**src/design/gpdr_pkg.sv**
```systemverilog
// package: register map, widths and reset values for the port data registers
package gpdr_pkg;

  localparam int unsigned GPDR_AW = 12;

  // byte offsets of the registers
  localparam logic [11:0] GPDR_OFF_B_PINS      = 12'h000;
  localparam logic [11:0] GPDR_OFF_C_UPPER     = 12'h004;
  localparam logic [11:0] GPDR_OFF_C_LOWER     = 12'h008;
  localparam logic [11:0] GPDR_OFF_D_PINS      = 12'h00c;
  localparam logic [11:0] GPDR_OFF_E_UPPER     = 12'h010;
  localparam logic [11:0] GPDR_OFF_E_LOWER     = 12'h014;
  localparam logic [11:0] GPDR_OFF_B_DIR       = 12'h020;
  localparam logic [11:0] GPDR_OFF_C_UPPER_DIR = 12'h024;
  localparam logic [11:0] GPDR_OFF_C_LOWER_DIR = 12'h028;
  localparam logic [11:0] GPDR_OFF_D_DIR       = 12'h02c;
  localparam logic [11:0] GPDR_OFF_E_UPPER_DIR = 12'h030;
  localparam logic [11:0] GPDR_OFF_E_LOWER_DIR = 12'h034;
  localparam logic [11:0] GPDR_OFF_ALT_SEL     = 12'h040;

  // pins per port
  localparam int unsigned GPDR_B_PINS = 14;
  localparam int unsigned GPDR_C_PINS = 21;
  localparam int unsigned GPDR_D_PINS = 8;
  localparam int unsigned GPDR_E_PINS = 25;
  localparam int unsigned GPDR_ALL_PINS = 68;

  // bit position of each port within the flat pin vector
  localparam int unsigned GPDR_B_POS = 0;
  localparam int unsigned GPDR_C_POS = 14;
  localparam int unsigned GPDR_D_POS = 35;
  localparam int unsigned GPDR_E_POS = 43;

  // valid-bit masks of the six 16-bit registers
  localparam logic [15:0] GPDR_MASK_B  = 16'h3fff;
  localparam logic [15:0] GPDR_MASK_CU = 16'h001f;
  localparam logic [15:0] GPDR_MASK_CL = 16'hffff;
  localparam logic [15:0] GPDR_MASK_D  = 16'h00ff;
  localparam logic [15:0] GPDR_MASK_EU = 16'h01ff;
  localparam logic [15:0] GPDR_MASK_EL = 16'hffff;

  localparam logic [67:0] GPDR_RST_DATA = 68'h0;
  localparam logic [67:0] GPDR_RST_DIR  = 68'h0;
  localparam logic [67:0] GPDR_RST_ALT  = 68'h0;

  // glitch length after a watchdog power-on reset, in pclk periods
  localparam int unsigned GPDR_GLITCH_CYC = 1;

  typedef enum logic [1:0] {
    GPDR_RS_IDLE  = 2'b00,
    GPDR_RS_GLTCH = 2'b01,
    GPDR_RS_RUN   = 2'b11
  } gpdr_rst_st_t;

endpackage

```
**src/design/gpdr_port.sv**
```systemverilog
// general-purpose port data registers for ports b, c, d and e, apb slave
`timescale 1ns/1ps
//
// Contract
// RULE_01 - writing a data bit of an output-mode pin drives that value onto the pin at once.
// RULE_02 - reading a data bit of an output-mode pin returns the stored value, not the pin.
// RULE_03 - reading a data bit of an input-mode pin returns the sampled pin level.
// RULE_04 - writing a data bit of an input-mode pin updates storage only, the pin is untouched.
// RULE_05 - the port b register is 16 bits with bits 13..0 for pins 13..0.
// RULE_06 - port c uses an upper register (bits 4..0 = pins 20..16) and a lower one (pins 15..0).
// RULE_07 - the port d register is 16 bits with bits 7..0 for pins 7..0.
// RULE_08 - port e uses an upper register (bits 8..0 = pins 24..16) and a lower one (pins 15..0).
// RULE_09 - after a watchdog power-on reset each alternate-output pin acts as a general output for one pclk, driving its data bit.
// RULE_10 - a power-on reset from the external reset pin gives no such one-cycle behaviour.
// RULE_11 - software sets data bits of strobe pins to the strobe's inactive level.
// RULE_12 - a direction bit of 1 makes the pin an output, 0 an input.
// RULE_13 - every data bit resets to 0 on power-on reset.
// RULE_14 - unmapped data bit positions read as zero and ignore writes.
module gpdr_port
  import gpdr_pkg::*;
(
  // apb
  input  wire logic                           pclk,
  input  wire logic                           presetn,
  input  wire logic                           psel,
  input  wire logic                           penable,
  input  wire logic                           pwrite,
  input  wire logic [gpdr_pkg::GPDR_AW-1:0]   paddr,
  input  wire logic [31:0]                    pwdata,
  input  wire logic [3:0]                     pstrb,
  output logic      [31:0]                    prdata,
  output logic                                pready,
  output logic                                pslverr,
  // reset cause, level valid while presetn is low
  input  wire logic                           wdt_reset_cause,
  // alternate functions
  input  wire logic [gpdr_pkg::GPDR_ALL_PINS-1:0] alt_out,
  input  wire logic [gpdr_pkg::GPDR_ALL_PINS-1:0] alt_oe,
  // pins
  input  wire logic [gpdr_pkg::GPDR_ALL_PINS-1:0] pin_in,
  output logic      [gpdr_pkg::GPDR_ALL_PINS-1:0] pin_out,
  output logic      [gpdr_pkg::GPDR_ALL_PINS-1:0] pin_oe
);
  import gpdr_pkg::*;

  // ----------------------------------------------------------------
  // decode helpers
  // ----------------------------------------------------------------
  // register index: 0..5 data, 8..13 direction, 16 alt select
  function automatic logic [4:0] reg_idx(input logic [GPDR_AW-1:0] a);
    reg_idx = a[6:2];
  endfunction

  function automatic logic [15:0] reg_mask(input logic [2:0] i);
    case (i)
      3'h0:    reg_mask = GPDR_MASK_B;
      3'h1:    reg_mask = GPDR_MASK_CU;
      3'h2:    reg_mask = GPDR_MASK_CL;
      3'h3:    reg_mask = GPDR_MASK_D;
      3'h4:    reg_mask = GPDR_MASK_EU;
      3'h5:    reg_mask = GPDR_MASK_EL;
      default: reg_mask = 16'h0000;
    endcase
  endfunction

  // flat-vector position of bit 0 of each register
  function automatic int unsigned reg_pos(input logic [2:0] i);
    case (i)
      3'h0:    reg_pos = GPDR_B_POS;
      3'h1:    reg_pos = GPDR_C_POS + 16;
      3'h2:    reg_pos = GPDR_C_POS;
      3'h3:    reg_pos = GPDR_D_POS;
      3'h4:    reg_pos = GPDR_E_POS + 16;
      default: reg_pos = GPDR_E_POS;
    endcase
  endfunction

  // ----------------------------------------------------------------
  // pin sampling
  // ----------------------------------------------------------------
  logic [GPDR_ALL_PINS-1:0] pin_sync;

  gpdr_sync #(.W(GPDR_ALL_PINS)) u_sync (
    .pclk     (pclk),
    .presetn  (presetn),
    .async_in (pin_in),
    .sync_out (pin_sync)
  );

  // ----------------------------------------------------------------
  // storage and bus
  // ----------------------------------------------------------------
  logic [GPDR_ALL_PINS-1:0] data_q, data_d;
  logic [GPDR_ALL_PINS-1:0] dir_q, dir_d;
  logic [GPDR_ALL_PINS-1:0] alt_q, alt_d;
  logic [31:0]              prdata_q, prdata_d;
  logic                     pready_q, pready_d;
  logic                     pslverr_q, pslverr_d;

  logic                     acc;
  logic [4:0]               idx;
  logic                     is_data, is_dir, is_alt;
  logic [15:0]              wmask;
  logic [15:0]              rmask;
  int unsigned              pos;

  assign acc     = psel && !penable;
  assign idx     = reg_idx(paddr);
  assign is_data = (idx < 5'd6) && (paddr[1:0] == 2'b00) && (paddr[GPDR_AW-1:7] == '0);
  assign is_dir  = (idx >= 5'd8) && (idx < 5'd14) && (paddr[1:0] == 2'b00)
                   && (paddr[GPDR_AW-1:7] == '0);
  assign is_alt  = (paddr == GPDR_OFF_ALT_SEL);

  always_comb begin
    data_d    = data_q;
    dir_d     = dir_q;
    alt_d     = alt_q;
    prdata_d  = prdata_q;
    pready_d  = 1'b0;
    pslverr_d = 1'b0;
    rmask     = reg_mask(idx[2:0]);
    wmask     = rmask & {{8{pstrb[1]}}, {8{pstrb[0]}}};
    pos       = reg_pos(idx[2:0]);
    // no wait state: answer lands in the cycle after setup
    if (acc) begin
      pready_d  = 1'b1;
      pslverr_d = !(is_data || is_dir || is_alt);
      prdata_d  = 32'h0000_0000;
      if (is_data || is_dir) begin
        for (int b = 0; b < 16; b++) begin
          if (rmask[b]) begin
            if (is_dir) begin
              prdata_d[b] = dir_q[pos+b];
              if (pwrite && wmask[b]) dir_d[pos+b] = pwdata[b];              // see RULE_12
            end else begin
              // output reads the latch, input reads the pin
              prdata_d[b] = dir_q[pos+b] ? data_q[pos+b] : pin_sync[pos+b]; // see RULE_02 RULE_03
              if (pwrite && wmask[b]) data_d[pos+b] = pwdata[b];             // see RULE_04
            end
          end
        end
        // bits outside the mask stay zero on read and are never written: see RULE_14
        // see RULE_05 RULE_06 RULE_07 RULE_08
      end else if (is_alt) begin
        prdata_d = 32'h0000_0000;
      end
    end
    if (acc && is_alt && pwrite) begin
      // alt select: writes are accepted but ignored, alt_q keeps its reset value and reads return zero
      alt_d = alt_q;
    end
  end

  always_ff @(posedge pclk or negedge presetn) begin
    if (!presetn) begin
      data_q    <= GPDR_RST_DATA;   // see RULE_13
      dir_q     <= GPDR_RST_DIR;
      alt_q     <= GPDR_RST_ALT;
      prdata_q  <= 32'h0000_0000;
      pready_q  <= 1'b0;
      pslverr_q <= 1'b0;
    end else begin
      data_q    <= data_d;
      dir_q     <= dir_d;
      alt_q     <= alt_d;
      prdata_q  <= prdata_d;
      pready_q  <= pready_d;
      pslverr_q <= pslverr_d;
    end
  end

  assign prdata  = prdata_q;
  assign pready  = pready_q;
  assign pslverr = pslverr_q;

  // ----------------------------------------------------------------
  // reset-cause sequencer
  // ----------------------------------------------------------------
  // the cause runs through a two-flop synchroniser that is never reset, and is read on the first edge after release
  gpdr_rst_st_t rst_st_q, rst_st_d;
  logic         wdt_cause_sync;
  logic         glitch;

  gpdr_sync #(.W(1)) u_cause_sync (
    .pclk     (pclk),
    .presetn  (1'b1),
    .async_in (wdt_reset_cause),
    .sync_out (wdt_cause_sync)
  );

  always_comb begin
    rst_st_d = rst_st_q;
    case (rst_st_q)
      GPDR_RS_IDLE:  rst_st_d = wdt_cause_sync ? GPDR_RS_GLTCH : GPDR_RS_RUN; // see RULE_10
      GPDR_RS_GLTCH: rst_st_d = GPDR_RS_RUN;                                  // see RULE_09
      GPDR_RS_RUN:   rst_st_d = GPDR_RS_RUN;
      default:       rst_st_d = GPDR_RS_RUN;
    endcase
  end

  always_ff @(posedge pclk or negedge presetn) begin
    if (!presetn) begin
      rst_st_q <= GPDR_RS_IDLE;
    end else begin
      rst_st_q <= rst_st_d;
    end
  end

  assign glitch = (rst_st_q == GPDR_RS_GLTCH);

  // ----------------------------------------------------------------
  // pin drive, registered
  // ----------------------------------------------------------------
  logic [GPDR_ALL_PINS-1:0] out_q, out_d, oe_q, oe_d;

  always_comb begin
    out_d = out_q;
    oe_d  = oe_q;
    for (int p = 0; p < GPDR_ALL_PINS; p++) begin
      if (alt_oe[p] && !glitch) begin
        out_d[p] = alt_out[p];
        oe_d[p]  = 1'b1;
      end else if (alt_oe[p]) begin
        out_d[p] = data_d[p];           // see RULE_09
        oe_d[p]  = 1'b1;
      end else begin
        // data_d so the pin follows in the same edge as the write
        out_d[p] = data_d[p];           // see RULE_01
        oe_d[p]  = dir_d[p];            // see RULE_12 RULE_04
      end
    end
  end

  always_ff @(posedge pclk or negedge presetn) begin
    if (!presetn) begin
      out_q <= '0;
      oe_q  <= '0;
    end else begin
      out_q <= out_d;
      oe_q  <= oe_d;
    end
  end

  assign pin_out = out_q;
  assign pin_oe  = oe_q;

  // ----------------------------------------------------------------
  // checks
  // ----------------------------------------------------------------
  property p_write_drives;
    @(posedge pclk) disable iff (!presetn)
      (acc && pwrite && is_data && idx == 5'd0 && pstrb[0] && dir_q[0] && !alt_oe[0])
      |=> (pin_out[0] == $past(pwdata[0]) && pin_oe[0]);
  endproperty
  a_write_drives: assert property (p_write_drives) else $error("write not driven"); // see RULE_01

  property p_out_readback;
    @(posedge pclk) disable iff (!presetn)
      (acc && !pwrite && idx == 5'd3 && is_data && dir_q[GPDR_D_POS])
      |=> (prdata[0] == data_q[GPDR_D_POS]);
  endproperty
  a_out_readback: assert property (p_out_readback) else $error("bad latch read"); // see RULE_02

  property p_in_read;
    @(posedge pclk) disable iff (!presetn)
      (acc && !pwrite && idx == 5'd2 && is_data && !dir_q[GPDR_C_POS])
      |=> (prdata[0] == $past(pin_sync[GPDR_C_POS]));
  endproperty
  a_in_read: assert property (p_in_read) else $error("bad pin read"); // see RULE_03

  property p_in_no_drive;
    @(posedge pclk) disable iff (!presetn)
      (!dir_q[GPDR_E_POS] && !alt_oe[GPDR_E_POS] && !dir_d[GPDR_E_POS])
      |=> !pin_oe[GPDR_E_POS];
  endproperty
  a_in_no_drive: assert property (p_in_no_drive) else $error("input pin driven"); // see RULE_04

  property p_unmapped_zero;
    @(posedge pclk) disable iff (!presetn)
      (acc && is_data && idx == 5'd1) |=> (prdata[31:5] == '0);
  endproperty
  a_unmapped_zero: assert property (p_unmapped_zero) else $error("unmapped bit set"); // see RULE_14

  property p_glitch_once;
    @(posedge pclk) disable iff (!presetn)
      glitch |=> !glitch;
  endproperty
  a_glitch_once: assert property (p_glitch_once) else $error("glitch too long"); // see RULE_09

  property p_no_glitch_ext;
    @(posedge pclk) disable iff (!presetn)
      (rst_st_q == GPDR_RS_IDLE && !wdt_cause_sync) |=> !glitch;
  endproperty
  a_no_glitch_ext: assert property (p_no_glitch_ext) else $error("glitch on pin reset"); // see RULE_10

  property p_ready_one;
    @(posedge pclk) disable iff (!presetn)
      acc |=> pready ##1 !pready;
  endproperty
  a_ready_one: assert property (p_ready_one) else $error("pready timing"); // pready high for one cycle after setup

  c_glitch:  cover property (@(posedge pclk) disable iff (!presetn) glitch);
  c_wr_out:  cover property (@(posedge pclk) disable iff (!presetn) acc && pwrite && is_data);
  c_rd_in:   cover property (@(posedge pclk) disable iff (!presetn) acc && !pwrite && is_data);
  c_err:     cover property (@(posedge pclk) disable iff (!presetn) pready && pslverr);

endmodule

```
**src/design/gpdr_sync.sv**
```systemverilog
// two-flop synchroniser for the pin levels
`timescale 1ns/1ps
module gpdr_sync #(
  parameter int unsigned W = 1
) (
  // clock and reset
  input  wire logic         pclk,
  input  wire logic         presetn,
  // data
  input  wire logic [W-1:0] async_in,
  output logic      [W-1:0] sync_out
);

  logic [W-1:0] meta_q;
  logic [W-1:0] meta_d;
  logic [W-1:0] sync_q;
  logic [W-1:0] sync_d;

  always_comb begin
    meta_d = async_in;
    sync_d = meta_q;
  end

  always_ff @(posedge pclk or negedge presetn) begin
    if (!presetn) begin
      meta_q <= '0;
      sync_q <= '0;
    end else begin
      meta_q <= meta_d;
      sync_q <= sync_d;
    end
  end

  assign sync_out = sync_q;

endmodule

```
**config.mk**
```make
export PLATFORM = sky130hd
export DESIGN_NAME = gpdr_port
export DESIGN_NICKNAME = d
export VERILOG_FILES = /design/src/design/gpdr_pkg.sv /design/src/design/gpdr_port.sv /design/src/design/gpdr_sync.sv
export SDC_FILE = /design/constraint.sdc
export NUM_CORES = 1
export LEC_CHECK = 0
export BUFFER_PORTS_ARGS = -buffer_cell sky130_fd_sc_hd__buf_2
export CAP_MARGIN = 15
export CORE_ASPECT_RATIO = 1.5
export CORE_MARGIN = 3
export CORE_UTILIZATION = 60
export DETAILED_ROUTE_END_ITERATION = 6
export PLACE_DENSITY = 0.85
export SLEW_MARGIN = 15
export SYNTH_ARGS = -nofsm -noshare
export SYNTH_HDL_FRONTEND = slang
export SYNTH_SLANG_ARGS = --single-unit
```
**constraint.sdc**
```tcl
create_clock -name pclk -period 2.94 [get_ports pclk]
set_input_delay 0.147 -clock pclk [delete_from_list [all_inputs] [get_ports pclk]]
set_output_delay 0.147 -clock pclk [all_outputs]
set_load 0.02 [all_outputs]
```
==> results of run 1 <==
==> synth_stat cells, types with 8 or more instances <==
cell	number	area, um^2
a21oi_1	128	641
a22o_1	23	201
nor2b_1	15	93.8
or2_1	11	68.8
mux2_2	155	1750
nand3b_1	11	82.6
buf_1	23	86.3
nor2_1	167	627
nor3_1	47	235
or2_2	63	394
o211ai_1	25	188
o31ai_1	13	97.6
or3_1	13	81.3
buf_4	16	120
nand2_1	270	1010
a21o_1	14	105
a32oi_1	11	96.3
o32ai_1	18	158
a211o_1	8	70.1
dfrtp_1	428	10700
mux4_2	11	248
a221oi_1	14	123
a221o_1	11	110
a31oi_1	23	144
nand2b_1	18	113
clkbuf_1	109	409
nor4_1	13	81.3
buf_2	54	270
o221ai_1	22	193
and3_1	8	50.1
o21ai_0	142	711
nand3_1	52	260
a22oi_1	29	218
inv_1	22	82.6
mux2i_1	99	991
a211oi_1	23	173
nand4_1	18	113
o22ai_1	48	300
o22a_1	12	105
==> through the flow <==
stage / cells / setup WS (ns) / cell area [um^2]
2_1_floorplan: 2380 / -0.0593 / 23500
3_3_place_gp: 3360 / -0.207 / 27600
3_5_place_dp: 3360 / -0.156 / 27600
4_1_cts: 3642 / 0.0373 / 31000
==> cells by family after synthesis <==
family | count (synthesis)
multiplexers | 271
AND/OR/NAND/NOR | 753
other | 2
AO/OA/AOI/OAI | 671
XOR/XNOR | 3
buffers and inverters | 228
adder cells (fa/ha/maj) | 7
flip-flops | 430
==> per-layer routing <==
layer,overflow,global-route usage [%]
met2,2,83.1
met1,0,61.5
met5,0,24.8
met4,2,62.2
met3,0,47.7
==> what timing repair did <==
item,4_1_cts
endpoints found under the hold margin,298
resized for setup,0
hold buffers,217
==> impl_results.md, run 1 <==
- Outcome: aborted with a tool error
- Stopped at: global routing
- Stop err: [ERROR GRT-0116] Global routing finished with congestion. Check the congestion regions in the DRC Viewer.
- Number of global-route vias before repair: 29,400
- I/O pin count: 428
- Main combinational cell family by area after synthesis: compound AO/OA/AOI/OAI gates
- Port buffer count: 393
- DIE WIDTH: 166 um
- Global route overflow: 4
- Synth Register Bits: 430
- CTS max path bufs: 3
- Mux contribution to synthesized area: 13.2%
- Synth Area in Adders: 0.368%
- Tot GR Track Use: 63.7%
- Synth warnings: 0
- Rows: 87
- Seq/Total Area, Yosys: 46.5%
- Largest net degree at the start of global routing: 98
- CTS Root Cell: clkbuf_16
- Post-Syn Area per Cell: 9.78 um^2
- Cell Area, Synth: 23,100 um^2
- EDFF count, synth: 0
- Top_reg_cell synth: dfrtp_1
- Post-Synth Simple-Gate Area: 15.7%
- Synth Area in Compound Gates: 19.8%
- Cell variety after synth: 96
- CTS buffer count: 37
- Post-DP HPWL: 77,500 um
- Post-synthesis cell count: 2,365
- Async set or reset register ratio after synthesis: 99.5%
- Postcts setup bufs: 0
- Xor/xnor share of the synthesized area: 0.114%
- Starting Density: 61.2%
- Global-route wire length before repair: 193,000 um
- GP Congestion: 1.43
- Height of the die: 246 um
- CTS H-tree lvls: 2
- CTS Sinks: 430
==> run 2, diff against run 1 <==
Settings changed: CORE_ASPECT_RATIO 1.5 to not set, CORE_UTILIZATION 60 to 40, PLACE_DENSITY 0.85 to not set, PLACE_DENSITY_LB_ADDON set to 0.15.
==> run 2 against run 1 <==
Synthesized cell count unchanged. The flow now finishes, with violations (design-rule violations). Synthesized area is the same.
==> impl_results.md, run 2 <==
- Outcome: finished with violations (was aborted with a tool error)
- Violated checks: design-rule violations
- Area leader, netlist: dfrtp_1 (unchanged)
- Main combinational cell family by area after synthesis: compound AO/OA/AOI/OAI gates (unchanged)
- CTS Sinks: 430 (unchanged)
- Net Switching: 4440 uW
- Number of global-route vias before repair: 25,500
- Peak supply drop: 635 uV
- Worst Path Max Fanout: 38
- Synth warnings: 0 (unchanged)
- Fin. Hold Viols: 0
- Slew Viols, Final: 0
- Relative slew slack: 30.0%
- CTS H-tree lvls: 2 (unchanged)
- Height of the die: 246 um (about the same)
- Crit path kind: in2reg
- Global route overflow: 0
- Worst Tran Pin Value: 1.02 ns
- Post-synthesis cell count: 2,365 (unchanged)
- Initial antenna violation count: 4
- Register area: 10,800 um^2
- Starting DRC count in detailed routing: 3,491
- Post-Synth Simple-Gate Area: 15.7% (unchanged)
- Placed inst area: 29,200 um^2 (was 27,600 um^2)
- Worst Hold Depth: 2
- CTS buffer count: 43 (was 37)
- Commonest non-fill, non-tap cell in the layout: dfrtp_1
- Lkg Pwr: 0.0154 uW
- P per Cell Area: 460 nW/um^2
- Clock share of power: 38.2%
- Most frequent cell after synthesis: dfrtp_1 (unchanged)
- Core Region: 56,800 um^2
- Vias per inst: 6.27
- Synth Area in Compound Gates: 19.8% (unchanged)
- Clock Skew: 0.0384 ns
- Synth Register Bits: 430 (unchanged)
- Startpoint Class: input port
- Fmax: 344 MHz
- Crit path capture type: flop
- Crit path arrival time: 3.39 ns
- Synth cell count leaders: dfrtp_1 (428), nand2_1 (270), nor2_1 (167), mux2_2 (155), o21ai_0 (142) (unchanged)
- Flop pwr share: 41.3%
- I/O pin count: 428 (unchanged)
- Net Sw Frac: 29.3%
- Xor/xnor share of the synthesized area: 0.114% (unchanged)
- Seq/Total Area, Yosys: 46.5% (unchanged)
- Area share of the largest cell type after synthesis: 46.3% (unchanged)
- Drt wl/cell: 33.2 um
- Rows: 87 (unchanged)
- CTS max path bufs: 3 (unchanged)
- Setup-failing EPs final: 0
- Antenna Nets Post-Route: 0
- GP Congestion: 1.06 (was 1.43)
- EDFF count, synth: 0 (unchanged)
- Tot GR Track Use: 43.8%
- Final WL: 136,000 um
- Largest cells by area after synthesis: dfrtp_1 (46%), mux2_2 (7.5%), nand2_1 (4.4%) (unchanged)
- DRT Pass-1 Iters: 7
- # nets final: 3,559
- Port buffer count: 393 (unchanged)
- Mux contribution to synthesized area: 13.2% (unchanged)
- Cell variety after synth: 96 (unchanged)
- Pre-CTS setup slack: -0.353 ns (was -0.156 ns)
- Post-DP HPWL: 103,000 um (was 77,500 um)
- MaxCap Viol Count: 0
- Top_reg_cell synth: dfrtp_1 (unchanged)
- Largest net degree at the start of global routing: 94
- Async set or reset register ratio after synthesis: 99.5% (unchanged)
- Req. time, crit path: 3.42 ns
- Drt drc: 3
- Setup TNS Final: 0 ns
- Util after Layout: 58.0%
- Worst skew pair latency: 0.61 ns
- DIE WIDTH: 246 um (was 166 um)
- P&R area growth vs syn: 42.5%
- Fraction of the cycle the final worst path needs: 98.9%
- Starting Density: 40.7% (was 61.2%)
- Design area: 32,900 um^2
- Minimum clock period: 2.91 ns
- Worst R2R Path Depth: 7
- Most frequent cells in the layout: dfrtp_1 (428), buf_4 (426), buf_2 (389), nand2_1 (266), dlygate4sd3_1 (223)
- Global-route wire length before repair: 188,000 um
- Multi-input gate area: 11,600 um^2
- CTS Root Cell: clkbuf_16 (unchanged)
- Postcts setup bufs: 0 (unchanged)
- Internal power: 10,700 uW
- Die Footprint: 60,700 um^2
- Vias: 25,600
- Logic pwr share: 20.5%
- FILL cells: 4,919
- Hold slack: 0.112 ns
- CTS tree: yes
- Final Worst Setup Slack: 0.0336 ns
- Post-Syn Area per Cell: 9.78 um^2 (unchanged)
- Synth Area in Adders: 0.368% (unchanged)
- Cell Area, Synth: 23,100 um^2 (unchanged)
- RSZ-0062 raised after global routing: false
- Clk slew on worst S/H paths: 0.06 ns
- Class of the worst hold path: in2reg
- Layout cell share with drive strength beyond 1: 36.2%
## run 2: cell counts after synthesis
No cell type changed its count.
## run 2: logic make-up after synthesis
group | after synthesis
compound gates | 671
xor+xnor | 3
fa+ha+maj | 7
buf+inv | 228
flops | 430
mux | 271
other cells | 2
simple gates | 753
## run 2: final timing paths
kind / slack [ns] / to / from
worst max-delay path: 0.03 / pin_out[40] / paddr[3]
worst min-delay path: 0.11 / data_q[24] / pwdata[10]
worst max register to register: 0.37 / prdata[4] / data_q[47]
worst min register to register: 0.33 / u_cause_sync.sync_out / u_cause_sync.meta_q
max in group asynchronous: 1.78 / data_q[14] / presetn
min in group asynchronous: 0.22 / data_q[31] / presetn
## run 2: layout make-up
type                    instances  share of cell area [%]
clock buffers                  59                    3.63
clock inverters                18                   0.794
repair buffers               1074                    24.5
multi-input cells            1722                    35.3
inverters                      24                   0.289
well taps                     756                    2.87
diodes                          5                  0.0380
flip-flops and latches        430                    32.6
## run 2: worst max-delay path, stage by stage
cell and delay (ns):
buf_6 0.11, buf_6 0.29, inv_1 0.13, ha_1 0.55, buf_4 0.32, o21ba_2 0.21
nand3_1 0.13, nor2_1 0.26, mux2_2 0.39, mux2_2 0.26, dlygate4sd3_1 0.56
## run 2: metrics by stage
step,total power [uW],instances
floorplan,7540,2380
global route,15600,4083
global placement,9070,3783
finish,15200,4088
CTS,15100,4083
detailed placement,9100,3783
## run 2: timing repair
item | 4_1_cts | 5_1_grt
setup endpoints to repair | 0 | 5
hold buffers | 223 | 0
resized for setup | 0 | 7
hold endpoints to repair | 297 | 0
## run 2: per-layer routing
metal / up-vias / global-route usage [%] / share of wire, %
met5: - / 1.39 / 0.084
li1: 10600 / - / -
met2: 1908 / 66.9 / 44
met3: 455 / 13.8 / 12
met4: 2 / 24.8 / 7.0
met1: 12700 / 54.6 / 38
## run 2: power by group through the flow
| stage | clock network (uW) | registers (uW) | logic [uW] |
|---|---|---|---|
| floorplan | 0 | 6430 | 1110 |
| global placement | 0 | 6350 | 2720 |
| detailed placement | 0 | 6350 | 2750 |
| CTS | 5860 | 6250 | 2990 |
| global route | 6090 | 6260 | 3220 |
| finish | 5790 | 6260 | 3120 |
No activity file was read; power rests on OpenSTA's default activity.
